`src/verilog/drw_defines.svh`:
```
`ifndef DRW_DEFINES_SVH
`define DRW_DEFINES_SVH
`define DRW_WORD_RST       16'h0000
`define DRW_FREQ_MAX       16'h9C40
`define DRW_EXT_ZERO       8'h00
`define DRW_EXT_ONE        8'h01
`define DRW_EXT_TWELVE     8'h0C
`define DRW_TSRC_A         8'h03
`define DRW_TSRC_B         8'h05
`define DRW_RES_A          8'h01
`define DRW_RES_B          8'h0B
`define DRW_FAULT_MAX      8'h07
`define DRW_MON_ITEMS      6
`define DRW_REFRESH_CYCLES 16
`define DRW_OFS_WORD0      8'h00
`define DRW_OFS_CTRL       8'h24
`define DRW_OFS_STAT       8'h28
`define DRW_OFS_RB0        8'h2C
`define DRW_CTRL_MON       0
`define DRW_CTRL_VOL       1
`define DRW_CTRL_NV        2
`define DRW_CTRL_EXE       3
`define DRW_STAT_VOL       0
`define DRW_STAT_NV        1
`define DRW_STAT_INS       2
`endif

```
`src/verilog/drw_pkg.sv`:
```
`default_nettype none
package drw_pkg;
  typedef logic [15:0] drw_word_t;
  typedef enum logic [1:0] {DRW_UNIT_CENTIHZ, DRW_UNIT_RPM, DRW_UNIT_DECI_RPM} drw_unit_t;
  typedef enum logic [1:0] {DRW_INS_IDLE, DRW_INS_WAIT, DRW_INS_DONE} drw_ins_state_t;
endpackage
`default_nettype wire

```
`src/verilog/drw_link_if.sv`:
```
`timescale 1ns/1ps
`default_nettype none
interface drw_link_if;
  logic             refresh;
  logic [8:0][15:0] wr_words;
  logic             monitor_request;
  logic             volatile_write_request;
  logic             nonvolatile_write_request;
  logic             instruction_execute_request;
  logic [7:0][15:0] rd_words;
  logic             volatile_write_done;
  logic             nonvolatile_write_done;
  logic             instruction_done;
  modport master (
    output refresh, wr_words, monitor_request, volatile_write_request,
           nonvolatile_write_request, instruction_execute_request,
    input  rd_words, volatile_write_done, nonvolatile_write_done, instruction_done
  );
  modport drive (
    input  refresh, wr_words, monitor_request, volatile_write_request,
           nonvolatile_write_request, instruction_execute_request,
    output rd_words, volatile_write_done, nonvolatile_write_done, instruction_done
  );
endinterface
`default_nettype wire

```
`src/verilog/drw_mon_seq.sv`:
```
`timescale 1ns/1ps
`default_nettype none
`include "drw_defines.svh"
module drw_mon_seq #(
  parameter int ITEMS = `DRW_MON_ITEMS
) (
  // Clock and reset
  input  wire logic                ref_clk_in,
  input  wire logic                reset_in,
  // Control
  input  wire logic                start_in,
  input  wire logic [ITEMS-1:0][7:0] codes_in,
  output logic                     busy_out,
  // Monitor source
  output logic [7:0]               mon_code_out,
  output logic                     mon_req_out,
  input  wire logic [15:0]         mon_data_in,
  input  wire logic                mon_ack_in,
  // Result
  output logic                     wr_en_out,
  output logic [2:0]               wr_idx_out,
  output logic [15:0]              wr_data_out
);
  logic       busy_r, busy_nxt;
  logic [2:0] idx_r, idx_nxt;
  logic [7:0] code_r, code_nxt;
  logic       wr_r, wr_nxt;
  logic [15:0] data_r, data_nxt;

  always_comb begin
    busy_nxt = busy_r;
    idx_nxt  = idx_r;
    code_nxt = code_r;
    wr_nxt   = 1'b0;
    data_nxt = data_r;
    if (!busy_r) begin
      if (start_in) begin
        busy_nxt = 1'b1;
        idx_nxt  = 3'h0;
        code_nxt = codes_in[0];
      end
    end else if (mon_ack_in) begin
      wr_nxt   = 1'b1;
      data_nxt = mon_data_in;
      if (idx_r == 3'(ITEMS - 1)) begin
        busy_nxt = 1'b0;
      end else begin
        idx_nxt  = idx_r + 3'h1;
        code_nxt = codes_in[idx_r + 3'h1];
      end
    end
  end

  // Result index trails the item index by one edge
  logic [2:0] widx_r;
  always_ff @(posedge ref_clk_in or posedge reset_in) begin
    if (reset_in) begin
      busy_r <= 1'b0;
      idx_r  <= 3'h0;
      widx_r <= 3'h0;
      code_r <= 8'h00;
      wr_r   <= 1'b0;
      data_r <= 16'h0000;
    end else begin
      busy_r <= busy_nxt;
      idx_r  <= idx_nxt;
      widx_r <= idx_r;
      code_r <= code_nxt;
      wr_r   <= wr_nxt;
      data_r <= data_nxt;
    end
  end

  assign busy_out     = busy_r;
  assign mon_req_out  = busy_r;
  assign mon_code_out = code_r;
  assign wr_en_out    = wr_r;
  assign wr_idx_out   = widx_r;
  assign wr_data_out  = data_r;
endmodule
`default_nettype wire

```
`src/verilog/drw_drive_end.sv`:
```
// The implementer's own choices: register access over AHB-Lite and the register addresses.
`timescale 1ns/1ps
`default_nettype none
`include "drw_defines.svh"
module drw_drive_end
  import drw_pkg::*;
(
  // Clock and reset
  input  wire logic        ref_clk_in,
  input  wire logic        reset_in,
  // Link to master station
  drw_link_if.drive        link,
  // Drive parameters
  input  wire logic [7:0]  link_extension_setting_in,
  input  wire logic [7:0]  torque_source_selection_in,
  input  wire logic        sign_selection_param_in,
  input  wire logic [7:0]  resolution_switchover_param_in,
  input  wire logic        speed_display_en_in,
  input  wire logic        torque_control_in,
  input  wire logic        vector_control_in,
  // Committed setpoint
  output logic [15:0]      freq_ram_out,
  output logic [15:0]      freq_nv_out,
  output logic             reverse_out,
  output drw_unit_t        setpoint_unit_out,
  output logic [15:0]      torque_value_volatile_param_out,
  output logic [15:0]      torque_value_nonvolatile_param_out,
  // Instruction execution
  output logic             instr_req_out,
  output logic [15:0]      instr_code_out,
  output logic [7:0]       instr_ext_out,
  output logic [15:0]      instr_operand_out,
  input  wire logic        instr_ack_in,
  // Fault history
  output logic [2:0]       fault_index_out,
  output logic             fault_index_valid_out,
  // Monitor source
  output logic [7:0]       mon_code_out,
  output logic             mon_req_out,
  input  wire logic [15:0] mon_data_in,
  input  wire logic        mon_ack_in
);
  // Sampled link image
  logic [8:0][15:0] w_r, w_nxt;
  logic [3:0]       req_r, req_nxt, req_q_r;

  always_comb begin
    w_nxt   = w_r;
    req_nxt = req_r;
    if (link.refresh) begin
      w_nxt   = link.wr_words;
      req_nxt = {link.instruction_execute_request, link.nonvolatile_write_request,
                 link.volatile_write_request, link.monitor_request};
    end
  end

  always_ff @(posedge ref_clk_in or posedge reset_in) begin
    if (reset_in) begin
      w_r     <= '0;
      req_r   <= 4'h0;
      req_q_r <= 4'h0;
    end else begin
      w_r     <= w_nxt;
      req_r   <= req_nxt;
      req_q_r <= req_r;
    end
  end

  logic [3:0] rise;
  assign rise = req_r & ~req_q_r;
  // Setpoint commit
  logic [15:0] fram_r, fram_nxt, fnv_r, fnv_nxt, tram_r, tram_nxt, tnv_r, tnv_nxt;
  logic        rev_r, rev_nxt, vdone_r, vdone_nxt, ndone_r, ndone_nxt;
  drw_unit_t   unit_r, unit_nxt;
  logic        torque_mode, commit, in_range;

  always_comb begin
    torque_mode = torque_control_in &&
                  (link_extension_setting_in == `DRW_EXT_ZERO ||
                   link_extension_setting_in == `DRW_EXT_ONE ||
                   link_extension_setting_in == `DRW_EXT_TWELVE) &&
                  (torque_source_selection_in == `DRW_TSRC_A ||
                   torque_source_selection_in == `DRW_TSRC_B);
    commit   = rise[`DRW_CTRL_VOL] | rise[`DRW_CTRL_NV];
    fram_nxt = fram_r;
    fnv_nxt  = fnv_r;
    tram_nxt = tram_r;
    tnv_nxt  = tnv_r;
    rev_nxt  = rev_r;
    if (vector_control_in && (resolution_switchover_param_in == `DRW_RES_A ||
        resolution_switchover_param_in == `DRW_RES_B)) begin
      unit_nxt = DRW_UNIT_DECI_RPM;
    end else if (speed_display_en_in) begin
      unit_nxt = DRW_UNIT_RPM;
    end else begin
      unit_nxt = DRW_UNIT_CENTIHZ;
    end
    // Out-of-range unsigned frequency keeps the previous setpoint
    in_range = sign_selection_param_in || unit_nxt != DRW_UNIT_CENTIHZ ||
               w_r[1] <= `DRW_FREQ_MAX;
    if (commit && torque_mode) begin
      tram_nxt = w_r[1];
      tnv_nxt  = w_r[1];
    end else if (commit && in_range) begin
      fram_nxt = w_r[1];
      if (rise[`DRW_CTRL_NV]) begin
        fnv_nxt = w_r[1];
      end
      rev_nxt = sign_selection_param_in & w_r[1][15];
    end
    // Done flag follows its request; set wins over the clear
    vdone_nxt = (vdone_r & req_r[`DRW_CTRL_VOL]) | rise[`DRW_CTRL_VOL];
    ndone_nxt = (ndone_r & req_r[`DRW_CTRL_NV]) | rise[`DRW_CTRL_NV];
  end

  always_ff @(posedge ref_clk_in or posedge reset_in) begin
    if (reset_in) begin
      fram_r  <= `DRW_WORD_RST;
      fnv_r   <= `DRW_WORD_RST;
      tram_r  <= `DRW_WORD_RST;
      tnv_r   <= `DRW_WORD_RST;
      rev_r   <= 1'b0;
      unit_r  <= DRW_UNIT_CENTIHZ;
      vdone_r <= 1'b0;
      ndone_r <= 1'b0;
    end else begin
      fram_r  <= fram_nxt;
      fnv_r   <= fnv_nxt;
      tram_r  <= tram_nxt;
      tnv_r   <= tnv_nxt;
      rev_r   <= rev_nxt;
      unit_r  <= unit_nxt;
      vdone_r <= vdone_nxt;
      ndone_r <= ndone_nxt;
    end
  end

  // Instruction execution
  drw_ins_state_t ins_r, ins_nxt;
  logic [15:0]    icode_r, icode_nxt, iop_r, iop_nxt;
  logic [7:0]     iext_r, iext_nxt;
  logic [1:0]     iflag_r, iflag_nxt;

  always_comb begin
    ins_nxt   = ins_r;
    icode_nxt = icode_r;
    iext_nxt  = iext_r;
    iop_nxt   = iop_r;
    case (ins_r)
      DRW_INS_IDLE: begin
        if (rise[`DRW_CTRL_EXE]) begin
          ins_nxt = DRW_INS_WAIT;
          iop_nxt = w_r[3];
          iext_nxt  = 8'h00;
          icode_nxt = w_r[2];
          if (link_extension_setting_in != `DRW_EXT_ZERO) begin
            iext_nxt  = w_r[2][15:8];
            icode_nxt = {8'h00, w_r[2][7:0]};
          end
        end
      end
      DRW_INS_WAIT: begin
        if (instr_ack_in) begin
          ins_nxt = DRW_INS_DONE;
        end
      end
      default: begin
        if (!req_r[`DRW_CTRL_EXE]) begin
          ins_nxt = DRW_INS_IDLE;
        end
      end
    endcase
    iflag_nxt = {ins_nxt == DRW_INS_DONE, ins_nxt == DRW_INS_WAIT};
  end

  always_ff @(posedge ref_clk_in or posedge reset_in) begin
    if (reset_in) begin
      ins_r   <= DRW_INS_IDLE;
      icode_r <= `DRW_WORD_RST;
      iext_r  <= 8'h00;
      iop_r   <= `DRW_WORD_RST;
      iflag_r <= 2'h0;
    end else begin
      ins_r   <= ins_nxt;
      icode_r <= icode_nxt;
      iext_r  <= iext_nxt;
      iop_r   <= iop_nxt;
      iflag_r <= iflag_nxt;
    end
  end

  // Monitor fetch and read-back words
  logic [7:0][15:0] rb_r, rb_nxt;
  logic             m_wr;
  logic [2:0]       m_idx;
  logic [15:0]      m_data;

  drw_mon_seq drw_mon_seq_inst (
    .ref_clk_in  (ref_clk_in),
    .reset_in    (reset_in),
    .start_in    (rise[`DRW_CTRL_MON]),
    .codes_in    ({w_r[7][7:0], w_r[6][7:0], w_r[5][7:0], w_r[4][7:0],
                   w_r[0][15:8], w_r[0][7:0]}),
    .busy_out    (),
    .mon_code_out(mon_code_out),
    .mon_req_out (mon_req_out),
    .mon_data_in (mon_data_in),
    .mon_ack_in  (mon_ack_in),
    .wr_en_out   (m_wr),
    .wr_idx_out  (m_idx),
    .wr_data_out (m_data)
  );

  always_comb begin
    rb_nxt = rb_r;
    if (m_wr) begin
      // Items 0-1 land in words 0-1, items 2-5 skip to words 4-7
      rb_nxt[(m_idx < 3'h2) ? m_idx : m_idx + 3'h2] = m_data;
    end
  end

  always_ff @(posedge ref_clk_in or posedge reset_in) begin
    if (reset_in) begin
      rb_r <= '0;
    end else begin
      rb_r <= rb_nxt;
    end
  end

  // Fault record select; high selections flagged as unreliable
  logic [2:0] fidx_r;
  logic       fval_r;
  always_ff @(posedge ref_clk_in or posedge reset_in) begin
    if (reset_in) begin
      fidx_r <= 3'h0;
      fval_r <= 1'b1;
    end else begin
      fidx_r <= w_r[8][10:8];
      fval_r <= w_r[8][15:8] <= `DRW_FAULT_MAX;
    end
  end

  assign link.rd_words                  = rb_r;
  assign link.volatile_write_done       = vdone_r;
  assign link.nonvolatile_write_done    = ndone_r;
  assign link.instruction_done          = iflag_r[1];
  assign freq_ram_out                   = fram_r;
  assign freq_nv_out                    = fnv_r;
  assign reverse_out                    = rev_r;
  assign setpoint_unit_out              = unit_r;
  assign torque_value_volatile_param_out    = tram_r;
  assign torque_value_nonvolatile_param_out = tnv_r;
  assign instr_req_out                  = iflag_r[0];
  assign instr_code_out                 = icode_r;
  assign instr_ext_out                  = iext_r;
  assign instr_operand_out              = iop_r;
  assign fault_index_out                = fidx_r;
  assign fault_index_valid_out          = fval_r;
endmodule
`default_nettype wire

```
`src/flat_wrapper.sv`:
```
// flat-port wrapper written by rule: the top's interface ports become plain ports
module drw_drive_end_flat import drw_pkg::*;
  (ref_clk_in, reset_in, link_extension_setting_in, torque_source_selection_in, sign_selection_param_in, resolution_switchover_param_in, speed_display_en_in, torque_control_in, vector_control_in, freq_ram_out, freq_nv_out, reverse_out, setpoint_unit_out, torque_value_volatile_param_out, torque_value_nonvolatile_param_out, instr_req_out, instr_code_out, instr_ext_out, instr_operand_out, instr_ack_in, fault_index_out, fault_index_valid_out, mon_code_out, mon_req_out, mon_data_in, mon_ack_in, link_refresh, link_wr_words, link_monitor_request, link_volatile_write_request, link_nonvolatile_write_request, link_instruction_execute_request, link_rd_words, link_volatile_write_done, link_nonvolatile_write_done, link_instruction_done);
  drw_link_if link_i ();
  input  wire logic ref_clk_in;
  input  wire logic reset_in;
  input  wire logic [7:0] link_extension_setting_in;
  input  wire logic [7:0] torque_source_selection_in;
  input  wire logic sign_selection_param_in;
  input  wire logic [7:0] resolution_switchover_param_in;
  input  wire logic speed_display_en_in;
  input  wire logic torque_control_in;
  input  wire logic vector_control_in;
  output logic [15:0] freq_ram_out;
  output logic [15:0] freq_nv_out;
  output logic reverse_out;
  output drw_unit_t setpoint_unit_out;
  output logic [15:0] torque_value_volatile_param_out;
  output logic [15:0] torque_value_nonvolatile_param_out;
  output logic instr_req_out;
  output logic [15:0] instr_code_out;
  output logic [7:0] instr_ext_out;
  output logic [15:0] instr_operand_out;
  input  wire logic instr_ack_in;
  output logic [2:0] fault_index_out;
  output logic fault_index_valid_out;
  output logic [7:0] mon_code_out;
  output logic mon_req_out;
  input  wire logic [15:0] mon_data_in;
  input  wire logic mon_ack_in;
  input wire logic [$bits(link_i.refresh)-1:0] link_refresh;
  input wire logic [$bits(link_i.wr_words)-1:0] link_wr_words;
  input wire logic [$bits(link_i.monitor_request)-1:0] link_monitor_request;
  input wire logic [$bits(link_i.volatile_write_request)-1:0] link_volatile_write_request;
  input wire logic [$bits(link_i.nonvolatile_write_request)-1:0] link_nonvolatile_write_request;
  input wire logic [$bits(link_i.instruction_execute_request)-1:0] link_instruction_execute_request;
  output wire logic [$bits(link_i.rd_words)-1:0] link_rd_words;
  output wire logic [$bits(link_i.volatile_write_done)-1:0] link_volatile_write_done;
  output wire logic [$bits(link_i.nonvolatile_write_done)-1:0] link_nonvolatile_write_done;
  output wire logic [$bits(link_i.instruction_done)-1:0] link_instruction_done;
  assign link_i.refresh = link_refresh;
  assign link_i.wr_words = link_wr_words;
  assign link_i.monitor_request = link_monitor_request;
  assign link_i.volatile_write_request = link_volatile_write_request;
  assign link_i.nonvolatile_write_request = link_nonvolatile_write_request;
  assign link_i.instruction_execute_request = link_instruction_execute_request;
  assign link_rd_words = link_i.rd_words;
  assign link_volatile_write_done = link_i.volatile_write_done;
  assign link_nonvolatile_write_done = link_i.nonvolatile_write_done;
  assign link_instruction_done = link_i.instruction_done;
  drw_drive_end u_core (.ref_clk_in(ref_clk_in), .reset_in(reset_in), .link(link_i), .link_extension_setting_in(link_extension_setting_in), .torque_source_selection_in(torque_source_selection_in), .sign_selection_param_in(sign_selection_param_in), .resolution_switchover_param_in(resolution_switchover_param_in), .speed_display_en_in(speed_display_en_in), .torque_control_in(torque_control_in), .vector_control_in(vector_control_in), .freq_ram_out(freq_ram_out), .freq_nv_out(freq_nv_out), .reverse_out(reverse_out), .setpoint_unit_out(setpoint_unit_out), .torque_value_volatile_param_out(torque_value_volatile_param_out), .torque_value_nonvolatile_param_out(torque_value_nonvolatile_param_out), .instr_req_out(instr_req_out), .instr_code_out(instr_code_out), .instr_ext_out(instr_ext_out), .instr_operand_out(instr_operand_out), .instr_ack_in(instr_ack_in), .fault_index_out(fault_index_out), .fault_index_valid_out(fault_index_valid_out), .mon_code_out(mon_code_out), .mon_req_out(mon_req_out), .mon_data_in(mon_data_in), .mon_ack_in(mon_ack_in));
endmodule
```
`config.mk`:
```
export PLATFORM = sky130hd
export DESIGN_NAME = drw_drive_end_flat
export DESIGN_NICKNAME = d
export VERILOG_FILES = /design/src/verilog/drw_pkg.sv /design/src/verilog/drw_link_if.sv /design/src/verilog/drw_mon_seq.sv /design/src/verilog/drw_drive_end.sv /design/src/flat_wrapper.sv
export VERILOG_INCLUDE_DIRS = /design/src /design/src/verilog
export SDC_FILE = /design/constraint.sdc
export NUM_CORES = 1
export LEC_CHECK = 0
export BUFFER_PORTS_ARGS = -buffer_cell sky130_fd_sc_hd__buf_2
export CAP_MARGIN = 15
export CORE_AREA = 5 5 174 176
export CTS_CLUSTER_DIAMETER = 40
export DETAILED_ROUTE_END_ITERATION = 16
export DIE_AREA = 0 0 179 181
export HOLD_SLACK_MARGIN = 0.02
export PLACE_DENSITY = 0.8
export SLEW_MARGIN = 20
export SYNTH_ARGS = -nofsm -noshare
export SYNTH_HDL_FRONTEND = slang
export SYNTH_SLANG_ARGS = --single-unit
```
`constraint.sdc`:
```
create_clock -name ref_clk_in -period 38 [get_ports ref_clk_in]
set_clock_uncertainty 0.05 [all_clocks]
set_input_delay 5.7 -clock ref_clk_in [delete_from_list [all_inputs] [get_ports ref_clk_in]]
set_output_delay 5.7 -clock ref_clk_in [all_outputs]
set_load 0.01 [all_outputs]
```
* After elaboration in Yosys (flattened, before gate mapping)
Index checks and enable logic that the tools add are counted.
Storage, ports and cells: register bits 381, input bits 197, output and inout port bits 252
Operators by class: add/subtract/negate cells 2, order comparisons 6, eq/ne operators 12, multiplexer cells 28, bitwise gates (word level) 9, reductions and logical operators 22
Operators by type and width (count):
- bitwise mux 128 bit | 1
- demux 16 bit (select 3 bit) | 1
- two-way mux 8 bit | 6
- two-way mux 16 bit | 2
- binary-select mux 8 bit (select 3 bit) | 1
- == test 8 x 1 -> 1 bit (second input constant) | 2
- == test 8 x 4 -> 1 bit (second input constant) | 2
- less-or-equal comparator 16 bit (second input constant) | 1
- two-way mux 3 bit | 5
- == test 8 x 2 -> 1 bit (second input constant) | 1
- == test 8 x 3 -> 1 bit (second input constant) | 1
- less-or-equal comparator 8 x 3 -> 1 bit (second input constant) | 1
- logical NOT 8 bit | 1
- < comparator 3 x 4 -> 1 bit (second input constant) | 2
- two-way mux 2 bit | 4
- nonzero test 8 bit | 1
- two-way mux 1 bit | 7
- logical AND 1 bit | 6
- logical OR 1 bit | 6
- AND reduction 2 bit | 3
- AND reduction 3 bit | 2
- bitwise AND 4 bit | 1
- == test 2 x 1 -> 1 bit (second input constant) | 2
- != test 2 bit (second input constant) | 2
- 13 further kinds | 18

* Longest topological paths before layout
Gate-level depths: netlist of run 1.
depth after elaboration 9, mapped depth 9, gate-level depth less buffers 7

* Hierarchy
Synthesis of run 1 repeated with hierarchy kept, for this count alone.
Second synthesis, totals: cell total of the unflattened synthesis 997, area total of the unflattened synthesis 14605.3 um^2
By module, submodules not included:
- drw_drive_end | times used 1, cells an instance 871, area an instance 12957.4 um^2, seq. area each 8534.4 um^2
- drw_mon_seq | times used 1, cells an instance 126, area an instance 1647.8 um^2, seq. area each 800.8 um^2

* Worst setup path before layout of run 1
OpenSTA, ideal clock, no wires.
path type in2reg, start point input torque_source_selection_in[4], end point register u_core.fram_r[0] (netlist: u_core.freq_ram_out[0]), arrival time 7.236 ns, required time 37.823 ns, path slack 30.586 ns, cell stages on the path 6, buffers on the path 1, path through or3_1 a2111oi_4 nand2_4 o211ai_4 buf_6 mux2_1
On the way: longest elaborated chain between the ends 6, elaborated cells between the ends (all ways) 7
Ends and longest elaborated chain:
- from (decl) | line flat_wrapper.sv:8 | input wire logic [7:0] torque_source_selection_in;
- == test 8 x 2 -> 1 bit (no source line) / == test 8 x 3 -> 1 bit (equally long branches)
- logical OR 1 bit (no source line) *
- logical AND 1 bit * | line drw_drive_end.sv:78 | torque_mode = torque_control_in &&
- logical AND 1 bit * | line drw_drive_end.sv:101 | if (commit && torque_mode) begin
- inverter 1 bit (no source line) *
- AND reduction 2 bit (no source line) *
- to (signal assigned) | line drw_drive_end.sv:118 | fram_r <= `DRW_WORD_RST;
- to (signal assigned) | line drw_drive_end.sv:127 | fram_r <= fram_nxt;
- to (decl) | line drw_drive_end.sv:72 | logic [15:0] fram_r, fram_nxt, fnv_r, fnv_nxt, tram_r, tram_nxt, tnv_r, tnv_nxt;
Mark *: on every way between the ends. The rest lies on a longest branch, timed or not. A chain may end at the register's enable or synchronous reset.

* Worst setup path after layout of run 1
start point input torque_source_selection_in[4], end point register u_core.fram_r[8] (netlist: u_core.freq_ram_out[8])
The elaborated chain is that of the path after synthesis.

==> flow_metrics.tcl, run 1 <==
set metrics [dict create \
    area_growth_pct 27.6 \
    cts_buffers 48 \
    cts_tree "built" \
    max_freq_mhz 138 \
    min_path_type "reg2reg" \
    initial_core_util_pct 51.0 \
    dpl_cell_area_um2 16800 \
    grt_pass1_vias 10400 \
    seqPwrFrac_pct 41.3 \
    cts_sinks 373 \
    path_max_fanout 18 \
    grt_use_total_pct 22.6 \
    nFillCells 2047 \
    clock_power_share_pct 31.8 \
    synth_seq_area_share_pct 64.3 \
    io_pins 449 \
    ir_drop_mv 0.0615 \
    p_per_area_nw_per_um2 79.4 \
    drt-vias-per-instance 5.31 \
    setup.worst_path.end_class "register" \
    criticalPathCategory "in2reg" \
    setup_violations 0 \
    slew_headroom_pct 26.4 \
    post_cts_buffers 0 \
    cts_root_buf "clkbuf_16" \
    io_buffers 408 \
    finalInstanceArea_um2 18500 \
    maxSlewViolCount 0 \
    wire_per_inst_um 20.3 \
    cp.arrival_ns 7.61 \
    fin_nets 1585 \
    grt_max_degree 162 \
    yosys_warnings 0 \
    hold_violations 0 \
    start_kind "input port" \
    grt_setup_unrepaired "no" \
    yosysUniqueCellTypes 46 \
    dp.cells 1718 \
    leakagePower_nw 9.25 \
    syn-instance-count 979 \
    status "complete, no violations" \
    swShare_pct 31.3 \
    ctsHoldBuffers 0 \
    synth-edff-count 0 \
    worst_pin_slew_ns 1.10 \
    die_w_um 179 \
    core_um2 28500 \
    critPathRequiredTime_ns 38.35 \
    ctsResizeCount 0 \
    power_switching_mw 0.460 \
    combPwrFrac_pct 26.9 \
    antenna_found_initial 16 \
    first_pass_iters 4 \
    drc 0 \
    finalCriticalPeriod_ns 7.26 \
    drv_cap 0 \
    drtIter0Drc 445 \
    synthFlopType "dfrtp_1" \
    row_count 62 \
    clkTransAtPathRegs_ns 0.06 \
    synth_area_um2 14500 \
    die_area_um2 32400 \
    p_int_mw 1.01 \
    avgSynthCellArea_um2 14.8 \
    period_share_pct 19.1 \
    setup_tns_ns 0 \
    ant_nets 0 \
    worstSkewPairLatency_ns 0.54 \
    grt_first_pass_wirelength_mm 58.0 \
    place.gp.congestion 0.803 \
    synthesis.nets 1180 \
    wl_mm 36.8 \
    dp_hpwl_mm 25.2 \
    num_vias 9614 \
    synth-seq-cells 373 \
    drive_above_1_share_pct 56.0 \
    clk_path_buf_depth 3 \
    grt_overflow 0 \
    synthArstFlopShare_pct 100 \
    fin_cells 1809 \
    cts_htree_levels 2 \
    die_y_um 181 \
]
[placed cells by master, fill, tap and decap left out, types with 4 or more instances in the layout]
cell,instances
buf_2,407
mux2_2,283
o21ai_0,24
nand3_1,23
buf_4,5
nand2_1,102
a21oi_1,4
bufinv_16,6
diode_2,6
inv_1,9
nor2_1,8
clkbuf_8,9
mux2_1,23
a22o_1,17
dfrtp_1,371
clkbuf_16,50
clkinvlp_4,4
clkbuf_1,5
clkinv_2,5
nor3_1,4
ha_1,4
mux4_2,8
[cells by family after synthesis]
| group | synth area share [%] |
|---|---|
| AND/OR/NAND/NOR | 5.04 |
| buffers and inverters | 2.38 |
| adder cells (fa/ha/maj) | 0.345 |
| XOR/XNOR | 0.241 |
| AO/OA/AOI/OAI | 2.71 |
| multiplexers | 25.0 |
| flip-flops | 64.3 |
[power by group through the flow]
stage	Clock [mW]	Combinational [mW]	Sequential (mW)
floorplan	0	0.197	0.632
global placement	0	0.386	0.602
detailed placement	0	0.397	0.609
CTS	0.476	0.402	0.606
global route	0.493	0.435	0.622
finish	0.468	0.397	0.607
[layer usage]
layer / GRT usage (%) / wire [µm] / share of wire, %
met2: 38.1 / 18200 / 49
met1: 27.5 / 14000 / 38
met5: 0 / 140 / 0.38
met4: 7.34 / 1010 / 2.7
met3: 7.30 / 3500 / 9.5
[area by class of cell]
class                           count  area [µm²]  area share [%]
Inverter                           10        45.0           0.243
Clock buffer                       64        1390            7.52
Multi-Input combinational cell    537        4850            26.2
Sequential cell                   373        9340            50.4
Clock inverter                     21         300            1.62
Timing Repair Buffer              414        2110            11.4
Antenna cell                        6        15.0          0.0810
Tap cell                          384         480            2.59
[synthesized netlist by cell type, drive strengths merged (8+ instances only)]
master | count | share of area (%)
nand3 | 23 | 0.79
nand2 | 103 | 2.7
o21ai | 25 | 0.89
mux2 | 306 | 24
dfrtp | 372 | 64
a22o | 17 | 1.0
buf | 27 | 1.3
clkbuf | 32 | 0.83
inv | 10 | 0.26
mux4 | 8 | 1.2
nor2 | 8 | 0.21
[final timing paths]
kind                                                             from                                                   to  slack (ns)  cells after the start
setup / recovery                        torque_source_selection_in[4]                   u_core.freq_ram_out[8]$_DFFE_PP0P_       30.74                      6
hold / removal                            u_core.w_r[138]$_DFFE_PP0P_                  u_core.fault_index_out[2]$_DFF_PP0_        0.32                      0
setup reg to reg           u_core.drw_mon_seq_inst.busy_out$_DFF_PP0_  u_core.drw_mon_seq_inst.mon_code_out[3]$_DFFE_PP0P_       35.34                      4
hold reg to reg                           u_core.w_r[138]$_DFFE_PP0P_                  u_core.fault_index_out[2]$_DFF_PP0_        0.32                      0
max in group asynchronous                                    reset_in                  u_core.link.rd_words[1]$_DFFE_PP0P_       31.20                      3
min in group asynchronous                                    reset_in                u_core.link.rd_words[100]$_DFFE_PP0P_        5.32                      2
[worst max-delay path, cell delays in order]
cell and delay (ns):
buf_2 0.09, or3_1 0.40, a2111oi_4 0.36, nand2_4 0.26
o211ai_4 0.38, mux2_2 0.41
[flip-flops by register name (all words and copies together) (netlist names), 4 cells and up]
register	cells
u_core.link.rd_words	128
u_core.w_r	104
u_core.drw_mon_seq_inst.wr_data_out	16
u_core.freq_nv_out	16
u_core.freq_ram_out	16
u_core.instr_code_out	16
u_core.instr_operand_out	16
u_core.torque_value_volatile_param_out	16
u_core.drw_mon_seq_inst.mon_code_out	8
u_core.instr_ext_out	8
u_core.req_q_r	4
u_core.req_r	4
[stage by stage]
| step | hold slack [ns] | utilization (%) | power (mW) | setup slack (ns) |
|---|---|---|---|---|
| after global placement | 0.304 | 59.0 | 0.987 | 29.98 |
| after floorplan | 0.300 | - | 0.829 | 21.89 |
| after detailed placement | 0.309 | 59.0 | 1.01 | 29.91 |
| after global routing | 0.331 | 65.1 | 1.55 | 30.58 |
| after CTS | 0.321 | 65.0 | 1.48 | 30.41 |
| final | 0.319 | 65.1 | 1.47 | 30.74 |
(Power assumes the default switching activity.)
==> inputs of run 2 (changes only) <==
--- a/config.mk
+++ b/config.mk
@@ -8,12 +8,13 @@
 export LEC_CHECK = 0
 export BUFFER_PORTS_ARGS = -buffer_cell sky130_fd_sc_hd__buf_2
 export CAP_MARGIN = 15
-export CORE_AREA = 5 5 174 176
+export CORE_ASPECT_RATIO = 1.5
+export CORE_MARGIN = 5
+export CORE_UTILIZATION = 46
 export CTS_CLUSTER_DIAMETER = 40
 export DETAILED_ROUTE_END_ITERATION = 16
-export DIE_AREA = 0 0 179 181
 export HOLD_SLACK_MARGIN = 0.02
-export PLACE_DENSITY = 0.8
+export PLACE_DENSITY = 0.76
 export SLEW_MARGIN = 20
 export SYNTH_ARGS = -nofsm -noshare
 export SYNTH_HDL_FRONTEND = slang
==> constraint.sdc (replaced) <==
create_clock -name ref_clk_in -period 6.09 [get_ports ref_clk_in]
set_clock_uncertainty 0.05 [all_clocks]
set_input_delay 0.9135 -clock ref_clk_in [delete_from_list [all_inputs] [get_ports ref_clk_in]]
set_output_delay 0.9135 -clock ref_clk_in [all_outputs]
set_load 0.01 [all_outputs]
==> run 2 against run 1 <==
Compared with the run above: critical path type is now reg2reg; sequential cell count unchanged; wire length up 0.44%; first-iteration DRC count down 35%; clock power rose to 4.9 times the previous value; worst hold slack better by 0.0043 ns; critical path depth down 1; sequential power rose to 6.2 times the previous value; largest cell class unchanged; register-to-register slack worse by 32 ns.
==> flow_metrics.tcl, run 2 (synthesis gave the netlist of run 1 again) <==
set metrics [dict create \
    status "complete, no violations" \
    dp_hpwl_mm 26.5 \
    path_buf_inv 0 \
    cts_htree_levels 2 \
    grt_use_total_pct 20.3 \
    maxSlewViolCount 0 \
    mostFrequentLayoutCells "buf_2 (407), dfrtp_1 (371), mux2_2 (283), nand2_1 (102), clkbuf_16 (39)" \
    slew_headroom_pct 26.1 \
    setup_violations 0 \
    drive_above_1_share_pct 55.1 \
    drt-vias-per-instance 5.17 \
    io_buffers 408 \
    grt_pass1_vias 10100 \
    ctsHoldBuffers 0 \
    clk_path_buf_depth 3 \
    initial_core_util_pct 46.6 \
    die_y_um 228 \
    setup_tns_ns 0 \
    cp.arrival_ns 2.93 \
    worstSkewPairLatency_ns 0.52 \
    busiest_layer "met2" \
    period_share_pct 42.3 \
    critPathMaxStageDelay_ns 0.76 \
    grt_setup_unrepaired "no" \
    wire_per_inst_um 20.4 \
    finalCriticalPeriod_ns 2.58 \
    fin_nets 1575 \
    first_pass_iters 4 \
    row_count 79 \
    antenna_found_initial 17 \
    grt_max_degree 177 \
    reg2reg_from "u_core.drw_mon_seq_inst.busy_out$_DFF_PP0_" \
    worst_pin_slew_ns 1.11 \
    ctsResizeCount 0 \
    grtUsageMet2_pct 36.2 \
    cts_buffers 38 \
    grtUsageMet3_pct 6.16 \
    p_per_area_nw_per_um2 470 \
    fin_hold_ws_ns 0.323 \
    grt_first_pass_wirelength_mm 56.1 \
    critPathRequiredTime_ns 6.44 \
    cts_root_buf "clkbuf_16" \
    fin_cells 1815 \
    layout_commonest_cell "buf_2" \
    grtUsageMet1_pct 22.3 \
    ir_drop_mv 0.268 \
    crit_family "simple AND/OR/NAND/NOR gates" \
    largest_register_ffs 128 \
    drv_cap 0 \
    die_w_um 155 \
    path_common_cell "o21ai_0" \
    drtIter0Drc 288 \
    start_kind "register" \
    core_um2 31100 \
    place.gp.congestion 0.848 \
    clkTransAtPathRegs_ns 0.06 \
    crit_start "u_core.drw_mon_seq_inst.busy_out$_DFF_PP0_" \
    grt_overflow 0 \
    r2r_setup_slack_ns 3.51 \
    hold_start "u_core.w_r[138]$_DFFE_PP0P_" \
    cts_sinks 373 \
    fin_util_pct 58.2 \
    post_cts_buffers 0 \
    wl_mm 37.0 \
    ant_nets 0 \
    setup.worst_path.end_class "register" \
    dp.cells 1739 \
    max_freq_mhz 388 \
    num_vias 9384 \
    io_pins 449 \
    leakagePower_nw 9.03 \
    cpMaxStageDelayCell "nand2_1" \
    min_path_type "reg2reg" \
    area_growth_pct 24.7 \
    cts_tree "built" \
    drc 0 \
    path_max_fanout 20 \
    cp_cell_sequence "nand2_1, a21o_1, nor2b_2, o21ai_0, o21ai_0" \
    criticalPathCategory "reg2reg" \
    hold_violations 0 \
    die_area_um2 35300 \
]
==> run 2: cell types whose count changed in the layout (fill, tap and decap cells not counted) <==
cell       delta
clkbuf_16    -11
clkbuf_8      -6
clkbuf_1      +5
bufinv_16     -4
diode_2       +2
buf_12        +1
buf_6         -1
clkinv_2      -1
clkinv_4      -1
clkinv_8      +1
inv_6         +1
inv_8         -1
==> run 2: final cells by class <==
type,instances,area [µm²]
Sequential cell,373,9340
Tap cell,405,507
Clock inverter,16,184
Clock buffer,52,1050
Inverter,10,41.3
Multi-Input combinational cell,537,4850
Fill cell,2473,13000
Antenna cell,8,20.0
Timing Repair Buffer,414,2110
==> run 2: final timing paths <==
check	to	depth (start not counted)
worst max-delay path	u_core.drw_mon_seq_inst.idx_r[2]$_DFFE_PP0P_	5
worst min-delay path	u_core.fault_index_out[2]$_DFF_PP0_	0
worst max register to register	u_core.drw_mon_seq_inst.idx_r[2]$_DFFE_PP0P_	5
worst min register to register	u_core.fault_index_out[2]$_DFF_PP0_	0
max in group asynchronous	u_core.w_r[36]$_DFFE_PP0P_	3
min in group asynchronous	u_core.link.rd_words[62]$_DFFE_PP0P_	2
==> run 2: power breakdown <==
part / internal [mW] / leakage (nW) / switching [mW]
Sequential: 3.22 / 4.57 / 0.544
Combinational: 1.22 / 3.86 / 1.23
Clock: 1.32 / 0.597 / 0.974
==> run 2: routing by layer <==
metal / vias up / share of wire, %
met4: 18 / 3.5
li1: 4212 / -
met5: - / 0.39
met2: 359 / 53
met3: 91 / 7.8
met1: 4704 / 35
==> run 2: stage by stage <==
step / power [mW] / cell area (µm²) / worst slack [ns]
after floorplan: 5.17 / 14500 / 0.119
after CTS: 8.62 / 18100 / 3.15
after global routing: 8.99 / 18100 / 3.23
after detailed placement: 6.29 / 16800 / 2.81
final: 8.51 / 18100 / 3.51
after global placement: 6.19 / 16800 / 2.90
==> inputs of run 3 (changes only) <==
==> constraint.sdc (replaced) <==
create_clock -name ref_clk_in -period 2.08 [get_ports ref_clk_in]
set_clock_uncertainty 0.05 [all_clocks]
set_input_delay 0.312 -clock ref_clk_in [delete_from_list [all_inputs] [get_ports ref_clk_in]]
set_output_delay 0.312 -clock ref_clk_in [all_outputs]
set_load 0.01 [all_outputs]
==> run 3 against run 2 <==
Compared with the run above: fmax up 30%; final cell count up 9.6%; via count up 10%; clock power rose to 2.9 times the previous value; worst setup slack worse by 3.4 ns; critical path type unchanged; largest cell class unchanged.
==> flow_metrics.tcl, run 3 (synthesis gave the netlist of run 1 again) <==
set metrics [dict create \
    status "complete, no violations" \
    grtUsageMet3_pct 5.02 \
    grt_setup_unrepaired "no" \
    combPwrFrac_pct 30.9 \
    drv_cap 0 \
    cts_root_buf "clkbuf_16" \
    drc 0 \
    layout_commonest_cell "buf_2" \
    hold_violations 0 \
    mostFrequentLayoutCells "buf_2 (407), dfrtp_1 (372), mux2_2 (283), dlygate4sd3_1 (127), nand2_1 (102)" \
    seqPwrFrac_pct 42.8 \
    largest_register_ffs 128 \
    max_freq_mhz 504 \
    cpMaxStageDelayCell "dfrtp_1" \
    critPathRequiredTime_ns 2.43 \
    power_switching_mw 8.40 \
    maxSlewViolCount 0 \
    clk_path_buf_depth 3 \
    swShare_pct 32.7 \
    grt_overflow 0 \
    first_pass_iters 6 \
    fin_hold_ws_ns 0.0735 \
    min_path_type "in2reg" \
    wl_mm 40.7 \
    io_pins 449 \
    cp.arrival_ns 2.33 \
    finalPower_mw 25.7 \
    die_area_um2 35300 \
    grt_pass1_vias 11300 \
    critPathMaxStageDelay_ns 0.48 \
    ant_nets 0 \
    row_count 79 \
    num_vias 10300 \
    busiest_layer "met2" \
    clkTransAtPathRegs_ns 0.06 \
    antenna_found_initial 9 \
    cts_sinks 373 \
    dp_hpwl_mm 27.9 \
    period_share_pct 95.3 \
    slew_headroom_pct 56.6 \
    drtIter0Drc 406 \
    worstSkewPairLatency_ns 0.53 \
    wire_per_inst_um 20.4 \
    grt_max_degree 100 \
    grtUsageMet2_pct 41.5 \
    grt_use_total_pct 22.7 \
    core_um2 31100 \
    setup_violations 0 \
    drive_above_1_share_pct 52.4 \
    grtUsageMet1_pct 25.0 \
    p_per_area_nw_per_um2 1290 \
    place.gp.congestion 0.849 \
    cts_htree_levels 2 \
    p_int_mw 17.3 \
    die_y_um 228 \
    criticalPathCategory "reg2reg" \
    cts_buffers 39 \
    setup_tns_ns 0 \
    path_max_fanout 8 \
    io_buffers 408 \
    cts_tree "built" \
    initial_core_util_pct 46.6 \
    drt-vias-per-instance 5.20 \
    leakagePower_nw 9.85 \
    start_kind "register" \
    cp_cell_sequence "nor4_4, buf_4, nand4_1, nand3_2, o21ai_2, buf_12, mux2_1" \
    fin_nets 1748 \
    die_w_um 155 \
    ir_drop_mv 0.790 \
    setup.worst_path.end_class "register" \
    worst_pin_slew_ns 0.648 \
    grt_first_pass_wirelength_mm 62.7 \
    clock_power_share_pct 26.3 \
    area_growth_pct 37.2 \
    finalCriticalPeriod_ns 1.98 \
]
## run 3: cell types whose count changed in the layout (fill, tap and decap cells not counted), sizes merged
cell,delta
clkbuf,-1
inv,+4
buf,+45
clkinvlp,+1
dlygate4sd3,+127
bufinv,-1
diode,-1
## run 3: layer usage
| layer | wire length [µm] | share of wire [%] | up-vias |
|---|---|---|---|
| met5 | 21 | 0.052 | - |
| met4 | 1830 | 4.5 | 4 |
| met3 | 2670 | 6.6 | 114 |
| met2 | 21900 | 54 | 432 |
| met1 | 14300 | 35 | 5210 |
| li1 | - | - | 4579 |
## run 3: worst paths after layout
path | endpoint | depth (start not counted) | from | slack [ns]
worst max register to register | u_core.freq_nv_out[8]$_DFFE_PP0P_ | 7 | u_core.w_r[16]$_DFFE_PP0P_ | 0.1
worst min-delay path | u_core.drw_mon_seq_inst.busy_out$_DFF_PP0_ | 3 | mon_ack_in | 0.07
worst max-delay path | u_core.freq_nv_out[8]$_DFFE_PP0P_ | 7 | u_core.w_r[16]$_DFFE_PP0P_ | 0.1
worst min register to register | u_core.fault_index_out[2]$_DFF_PP0_ | 0 | u_core.w_r[138]$_DFFE_PP0P_ | 0.31
min in group asynchronous | u_core.link.rd_words[62]$_DFFE_PP0P_ | 3 | reset_in | 0.25
max in group asynchronous | u_core.link.rd_words[38]$_DFFE_PP0P_ | 4 | reset_in | 0.94
## run 3: layout make-up
type                       instances  area [µm²]
multi-input combinational        537        4870
timing repair buffer             586        3890
inverter                          10        41.3
tap                              405         507
sequential                       373        9340
antenna                            7        17.5
fill                            2247       11200
clock inverter                    20         181
clock buffer                      51        1070
## run 3: through the flow
stage               worst slack [ns]  utilization [%]  cells  area, µm²
floorplan                      -3.29                -    979      14500
global placement             -0.0635             55.7   1784      17300
detailed placement           -0.0886             55.7   1784      17300
CTS                           0.0241             63.9   1982      19900
global route                0.000623             64.0   1989      19900
finish                        0.0978             64.0   1989      19900
## run 3: what timing repair did
action | 4_1_cts | 5_1_grt
endpoints found under the hold margin | 188 | 0
setup endpoints to repair | 41 | 21
hold buffers | 127 | 0
gates resized for setup | 3 | 4
buffers inserted | 0 | 0
cloned | 0 | 0
## run 3: critical path: cells and delay by family, from the launching register on
kind,cells,cell delay [ns]
and+or+nand+nor,3,0.56
DFF,1,0.48
buffers and inverters,2,0.32
muxes,1,0.31
AOI/OAI and AO/OA,1,0.12
## run 3: power by group through the flow
| stage | clock (mW) | combinational, mW | sequential, mW |
|---|---|---|---|
| after detailed placement | 0 | 7.73 | 11.0 |
| after floorplan | 0 | 3.59 | 11.5 |
| final | 6.75 | 7.94 | 11.0 |
| after CTS | 6.90 | 7.97 | 10.9 |
| after global routing | 7.20 | 8.61 | 11.2 |
| after global placement | 0 | 7.49 | 10.9 |
